**src/rtl/sfa_pkg.sv**
```systemverilog
// Constants and types for the serial frame access slave.
// Assumes a single core clock; the serial pins are asynchronous to it.
package sfa_pkg;

  // Field widths of the frame
  localparam int SFA_ADDR_W = 16;
  localparam int SFA_CNT_W = 15;
  localparam int SFA_BYTE_W = 8;

  // Header layout: byte index and bit positions
  localparam logic [1:0] SFA_HDR_ADDR_HI = 2'h0;
  localparam logic [1:0] SFA_HDR_ADDR_LO = 2'h1;
  localparam logic [1:0] SFA_HDR_RW_CNT = 2'h2;
  localparam logic [1:0] SFA_HDR_CNT_LO = 2'h3;
  localparam int SFA_RW_POS = 7;
  localparam logic [2:0] SFA_LAST_BIT = 3'h7;

  // Direction bit values
  localparam logic SFA_DIR_READ = 1'b0;
  localparam logic SFA_DIR_WRITE = 1'b1;

  // Reset values
  localparam logic [7:0] SFA_RST_BYTE = 8'h00;
  localparam logic [15:0] SFA_RST_ADDR = 16'h0000;
  localparam logic [14:0] SFA_RST_CNT = 15'h0000;

  // Core clock and output release time
  localparam int SFA_CLK_PERIOD_NS = 8;
  localparam int SFA_HIZ_NS = 5;
  localparam int SFA_HIZ_CYC = (SFA_HIZ_NS / SFA_CLK_PERIOD_NS) < 1 ? 1 :
                               (SFA_HIZ_NS / SFA_CLK_PERIOD_NS);

  // Frame phases
  typedef enum logic [1:0] {
    SFA_PH_IDLE = 2'b00,
    SFA_PH_HEADER = 2'b01,
    SFA_PH_DATA = 2'b10,
    SFA_PH_DONE = 2'b11
  } sfa_phase_t;

  // All state of the slave
  typedef struct packed {
    logic sclkS1;
    logic sclkS2;
    logic sclkS3;
    logic selS1;
    logic selS2;
    logic selS3;
    logic mosiS1;
    logic mosiS2;
    sfa_phase_t phase;
    logic [2:0] bitCnt;
    logic [1:0] byteCnt;
    logic sawRise;
    logic [7:0] rxShift;
    logic [15:0] addr;
    logic rwBit;
    logic [14:0] remain;
    logic [7:0] txShift;
    logic [7:0] nextByte;
    logic misoOut;
    logic misoOe;
    logic rdReq;
    logic [15:0] rdAddr;
    logic outValid;
    logic [15:0] outAddr;
    logic [7:0] outData;
    logic skidValid;
    logic [15:0] skidAddr;
    logic [7:0] skidData;
    logic overrun;
  } sfa_state_t;

endpackage : sfa_pkg

```
**src/rtl/sfa_spi_slave.sv**
```systemverilog
// Serial slave giving an external host byte access to an internal address space.
// Assumes serial pins asynchronous to clk, serial clock well below clk / 8,
// and an internal read port answering within a few clk cycles.
`timescale 1ns/100ps
`default_nettype none

module sfa_spi_slave
  import sfa_pkg::*;
(
  input wire logic clk,
  input wire logic nrst,
  input wire logic sclkPin,
  input wire logic slaveSelectLowN,
  input wire logic mosiPin,
  output logic misoOut,
  output logic misoOe,
  output logic rdReq,
  output logic [15:0] rdAddr,
  input wire logic rdValid,
  input wire logic [7:0] rdData,
  output logic wrValid,
  output logic [15:0] wrAddr,
  output logic [7:0] wrData,
  input wire logic wrReady,
  output logic wrOverrun
);

  sfa_state_t q;
  sfa_state_t d;
  logic rise;
  logic fall;
  logic frameStart;
  logic frameEnd;
  logic byteDone;
  logic [7:0] rxByte;
  logic pop;
  logic push;
  logic dataByteTaken;

  // Next address of a burst
  function automatic logic [15:0] sfa_next_addr(input logic [15:0] a);
    sfa_next_addr = a + 16'h0001;
  endfunction : sfa_next_addr

  // Edge and frame detection on synchronised pins only
  assign rise = q.sclkS2 & ~q.sclkS3 & ~q.selS2;
  assign fall = ~q.sclkS2 & q.sclkS3 & ~q.selS2;
  assign frameStart = ~q.selS2 & q.selS3;
  assign frameEnd = q.selS2 & ~q.selS3;
  assign byteDone = rise & (q.bitCnt == SFA_LAST_BIT);
  assign rxByte = {q.rxShift[6:0], q.mosiS2};
  assign pop = q.outValid & wrReady;
  assign dataByteTaken = byteDone & (q.phase == SFA_PH_DATA) & (q.remain != SFA_RST_CNT);
  assign push = dataByteTaken & (q.rwBit == SFA_DIR_WRITE);

  // Next state of the whole slave
  always_comb begin
    d = q;
    d.sclkS1 = sclkPin;
    d.sclkS2 = q.sclkS1;
    d.sclkS3 = q.sclkS2;
    d.selS1 = slaveSelectLowN;
    d.selS2 = q.selS1;
    d.selS3 = q.selS2;
    d.mosiS1 = mosiPin;
    d.mosiS2 = q.mosiS1;
    d.rdReq = 1'b0;
    // Drive output while selected, release when deselected
    d.misoOe = ~q.selS2;
    // Frame start: clear counters, no assumption on clock idle level
    if (frameStart) begin
      d.phase = SFA_PH_HEADER;
      d.bitCnt = 3'h0;
      d.byteCnt = SFA_HDR_ADDR_HI;
      d.sawRise = 1'b0;
      d.txShift = SFA_RST_BYTE;
      d.nextByte = SFA_RST_BYTE;
      d.misoOut = 1'b0;
      d.overrun = 1'b0;
    end
    if (frameEnd) begin
      d.phase = SFA_PH_IDLE;
    end
    // Sample on rising edge
    if (rise) begin
      d.rxShift = rxByte;
      d.bitCnt = q.bitCnt + 3'h1;
      d.sawRise = 1'b1;
    end
    // Header decode, address high byte first
    if (byteDone && q.phase == SFA_PH_HEADER) begin
      d.byteCnt = q.byteCnt + 2'h1;
      unique case (q.byteCnt)
        SFA_HDR_ADDR_HI: d.addr[15:8] = rxByte;
        SFA_HDR_ADDR_LO: d.addr[7:0] = rxByte;
        SFA_HDR_RW_CNT: begin
          d.rwBit = rxByte[SFA_RW_POS];
          d.remain[14:8] = rxByte[6:0];
        end
        SFA_HDR_CNT_LO: begin
          d.remain[7:0] = rxByte;
          d.phase = ({q.remain[14:8], rxByte} == SFA_RST_CNT) ? SFA_PH_DONE : SFA_PH_DATA;
          // Fetch first read byte ahead of its first bit
          if (q.rwBit == SFA_DIR_READ && {q.remain[14:8], rxByte} != SFA_RST_CNT) begin
            d.rdReq = 1'b1;
            d.rdAddr = q.addr;
          end
        end
      endcase
    end
    // Data bytes: count down, advance address, prefetch next read
    if (dataByteTaken) begin
      d.remain = q.remain - 15'h0001;
      d.addr = sfa_next_addr(q.addr);
      if (q.remain == 15'h0001) begin
        d.phase = SFA_PH_DONE;
      end
      if (q.rwBit == SFA_DIR_READ && q.remain > 15'h0001) begin
        d.rdReq = 1'b1;
        d.rdAddr = sfa_next_addr(q.addr);
      end
    end
    // Read data waits here until its byte starts
    if (rdValid) begin
      d.nextByte = rdData;
    end
    // Change output on falling edge, only after a rising edge
    if (fall && q.sawRise) begin
      if (q.bitCnt == 3'h0) begin
        d.misoOut = q.nextByte[7];
        d.txShift = {q.nextByte[6:0], 1'b0};
        d.nextByte = rdValid ? rdData : SFA_RST_BYTE;
      end else begin
        d.misoOut = q.txShift[7];
        d.txShift = {q.txShift[6:0], 1'b0};
      end
    end
    // Two-entry write buffer: head stage then skid stage
    if (pop) begin
      d.outValid = q.skidValid;
      d.outAddr = q.skidAddr;
      d.outData = q.skidData;
      d.skidValid = 1'b0;
    end
    if (push) begin
      if (!d.outValid) begin
        d.outValid = 1'b1;
        d.outAddr = q.addr;
        d.outData = rxByte;
      end else if (!d.skidValid) begin
        d.skidValid = 1'b1;
        d.skidAddr = q.addr;
        d.skidData = rxByte;
      end else begin
        d.overrun = 1'b1;
      end
    end
  end

  // State register
  always_ff @(posedge clk or negedge nrst) begin
    if (!nrst) begin
      q <= '{sclkS1: 1'b0, sclkS2: 1'b0, sclkS3: 1'b0,
             selS1: 1'b1, selS2: 1'b1, selS3: 1'b1,
             mosiS1: 1'b0, mosiS2: 1'b0, phase: SFA_PH_IDLE,
             bitCnt: 3'h0, byteCnt: SFA_HDR_ADDR_HI, sawRise: 1'b0,
             rxShift: SFA_RST_BYTE, addr: SFA_RST_ADDR, rwBit: SFA_DIR_READ,
             remain: SFA_RST_CNT, txShift: SFA_RST_BYTE, nextByte: SFA_RST_BYTE,
             misoOut: 1'b0, misoOe: 1'b0, rdReq: 1'b0, rdAddr: SFA_RST_ADDR,
             outValid: 1'b0, outAddr: SFA_RST_ADDR, outData: SFA_RST_BYTE,
             skidValid: 1'b0, skidAddr: SFA_RST_ADDR, skidData: SFA_RST_BYTE,
             overrun: 1'b0};
    end else begin
      q <= d;
    end
  end

  // Outputs straight from state
  assign misoOut = q.misoOut;
  assign misoOe = q.misoOe;
  assign rdReq = q.rdReq;
  assign rdAddr = q.rdAddr;
  assign wrValid = q.outValid;
  assign wrAddr = q.outAddr;
  assign wrData = q.outData;
  assign wrOverrun = q.overrun;
endmodule : sfa_spi_slave

`default_nettype wire

```
**config.mk**
```make
export PLATFORM = sky130hd
export DESIGN_NAME = sfa_spi_slave
export DESIGN_NICKNAME = d
export VERILOG_FILES = /design/src/rtl/sfa_pkg.sv /design/src/rtl/sfa_spi_slave.sv
export SDC_FILE = /design/constraint.sdc
export NUM_CORES = 1
export LEC_CHECK = 0
export BUFFER_PORTS_ARGS = -buffer_cell sky130_fd_sc_hd__buf_2
export CAP_MARGIN = 20
export CORE_MARGIN = 5
export CORE_UTILIZATION = 54
export DETAILED_ROUTE_END_ITERATION = 12
export PLACE_DENSITY = 0.76
export RECOVER_POWER = 50
export SLEW_MARGIN = 20
export SYNTH_ARGS = -nofsm -noshare
export SYNTH_HDL_FRONTEND = slang
export SYNTH_SLANG_ARGS = --single-unit
```
**constraint.sdc**
```tcl
create_clock -name clk -period 2.1 [get_ports clk]
set_input_delay 0.315 -clock clk [delete_from_list [all_inputs] [get_ports clk]]
set_output_delay 0.315 -clock clk [all_outputs]
set_load 0.02 [all_outputs]
```
==> summary.txt <==
CTS tree = done
final-layout fill cell count = 844
synth top area cells = dfrtp_1 (48%), mux2i_1 (6.1%), mux2_2 (5.6%)
area of the multi-input gates = 3310 um^2
Setup crit end kind = flop
slowest CP cell = dfrtp_1
HP Class = in2reg
Sequential Area = 3510 um^2
Compound-Gate Fraction of Synth Area = 13.8%
Peak VDD IR = 0.711 mV
RD Place Congestion = 0.931
Post-synth EDFFs = 0
largest net degree at the start of global routing = 49
die height = 124 um
via count = 5869
Comb pwr share = 9.6%
DR DRC count = 0
final wirelength = 19.9 mm
Clock Skews = 13.1 ps
sequential share of power = 42.3%
CP Max Fanout = 11
layout cells sized above 1 = 37.8%
total congestion overflow = 0
Max stage delay on crit path = 430 ps
XOR/XNOR Fraction of Synth Area = 0.124%
Clk pwr share = 48.1%
nets@finish = 802
initial antenna violation count = 0
asr flop ratio synth = 100%
Cell Pwr Density = 735 nW/um^2
Root Buffer Master = clkbuf_16
Total GRT Usage = 24.2%
Lkg Pwr = 4.74 nW
Placed Cells = 901
CTS clk-pin slew, worst paths = 60 ps
first-pass GRT wire length = 30.0 mm
Die Wd = 124 um
die area = 15500 um^2
Mapped Area = 7070 um^2
core area = 12700 um^2
row count = 41
Synth Area per Inst = 10.4 um^2
Final Non-Filler Cells = 962
Max-cap violations = 0
Pre-antenna DRT Iters = 5
cell-internal power = 0.00509 W
DP Wirelength = 11.8 mm
worst hold slack = 110 ps
Simple-Gate Fraction of Synth Area = 14.0%
status = finished with violations
post-synthesis mux area share = 12.0%
minimum clock period = 2290 ps
Hold Violations, Final = 0
Slew Viols, Final = 0
Tightest Pin Transition = 1200 ps
crit path DAT = 2590 ps
Antenna Nets Post-Route = 0
wire per inst = 20.7 um
initial DRC count = 680
net switching power of the design = 0.00167 W
FF+latch count, synth = 140
largest family of logic cells by synthesized area = simple AND/OR/NAND/NOR gates
YS warnings = 0
port buffer count = 59
diodes inserted = 0
Initial Utilization = 55.6%
period utilisation layout = 109%
failing checks = setup timing
IO Count = 60
Synth cell types = 60
synth-to-layout area growth = 30.2%
setup ws final = -190 ps
# clock sinks = 140
CP startpoint kind = flop
htree depth = 4
largest area contributor in the netlist = dfrtp_1
sequential area share after synthesis = 49.6%
clk buf depth = 2
Avg Vias per Cell = 6.10
fmax = 437 MHz
Slew HR = 19.9%
Post-Synth Adder-Cell Area = 1.77%
unrepaired setup endpoints after global routing = yes
Sw Share = 24.7%
critical path cell sequence = ha_2 -> ha_4 -> and4bb_4 -> nand2_4 -> a31oi_4 -> nand4_4 -> buf_12 -> mux2_2
Cells after Synth = 678
Mapped Nets = 703
Post-synth top cells = dfrtp_1 (137), nor2_1 (52), buf_4 (47)
critical path class = reg2reg
top-count cell post-synth = dfrtp_1
CTS Buf Count = 17
final setup fails = 88
clock latency on the worst-skew pair = 430 ps
Worst EP required = 2400 ps
vias in the first global route = 5770
share of the synthesized area in the top cell type = 48.5%
dominant synthesized flop cell = dfrtp_1
==> stage by stage <==
step / setup WS, ps / setup TNS (ps) / area [um^2] / util (%) / power, W
after CTS: -137 / -4910 / 8760 / 68.8 / 0.00677
after detailed placement: -118 / -3180 / 7810 / 61.4 / 0.00351
after global placement: -64.9 / -1590 / 7810 / 61.4 / 0.00349
after floorplan: -4.56 / -27.2 / 7100 / - / 0.00317
after global routing: -208 / -15300 / 9200 / 72.3 / 0.00697
final: -190 / -9510 / 9200 / 72.3 / 0.00676
==> cells by family after synthesis <==
family	count (synthesis)
muxes	80
DFF	140
xor gates and xnor gates	1
buffers and inverters	108
AOI/OAI and AO/OA	139
adders and majority gates	10
and+or+nand+nor	200
==> power groups by stage <==
stage          Clock, W  Combinational, W  Sequential (W)
2_1_floorplan         0          0.000290         0.00288
4_1_cts         0.00329          0.000627         0.00285
6_report        0.00325          0.000650         0.00286
3_5_place_dp          0          0.000606         0.00290
3_3_place_gp          0          0.000594         0.00289
5_1_grt         0.00342          0.000680         0.00287
==> registers in the layout (all words and copies together) (netlist names) <==
name	cells
misoOut	1
d	5
misoOe	1
rdAddr	16
wrAddr	16
wrData	8
wrOverrun	1
q	90
wrValid	1
rdReq	1
==> worst max-delay path, delay by kind of cell, from the launching register on <==
family          cells  cell delay [ps]
mux                 1              280
buf+inv             1              230
fa+ha+maj           2              350
flops               1              430
simple gates        3              590
compound gates      1              270
==> layout make-up <==
cell class / count / share of cell area (%)
flip-flops and latches: 140 / 38.1
multi-input cells: 430 / 36.0
repair buffers: 170 / 15.9
clock buffers: 20 / 4.96
well taps: 172 / 2.34
clock inverters: 12 / 1.99
inverters: 18 / 0.734
==> placed cells by master (no fill, tap or decap), types with 11 or more instances in the layout <==
cell	count
nor3_1	18
buf_6	17
nand2_1	31
buf_4	68
inv_1	18
mux2i_1	42
o21ai_0	27
clkbuf_16	20
buf_12	11
dfrtp_1	137
nand3_1	35
buf_2	58
a21oi_1	29
nor2_1	49
mux2_2	30
==> repair_timing <==
action | in CTS | in global routing
buffers inserted | 9 | 14
hold buffers | 4 | 0
endpoints found under the hold margin | 44 | 0
gates resized for setup | 22 | 78
gates cloned | 4 | 3
pin swaps | 4 | 39
endpoints found under the setup margin | 87 | 97
==> routing by layer <==
metal / track usage [%] / vias up / wire [um]
met3: 5.53 / 52 / 1280
li1: - / 2603 / -
met5: 0 / - / 0
met4: 11.5 / 0 / 627
met2: 40.3 / 259 / 10300
met1: 29.7 / 2955 / 7760
==> worst paths after layout <==
| kind | depth (start not counted) | end | from | slack [ps] |
|---|---|---|---|---|
| max | 8 | q[7] | q[129] | -190 |
| max in group asynchronous | 3 | q[4] | nrst | 270 |
| min in group asynchronous | 2 | q[6] | nrst | 680 |
| min | 2 | q[75] | rdData[5] | 110 |
| min reg2reg | 0 | d[136] | d[137] | 360 |
| max reg2reg | 8 | q[7] | q[129] | -190 |
Power figures use the tool's default switching activity.
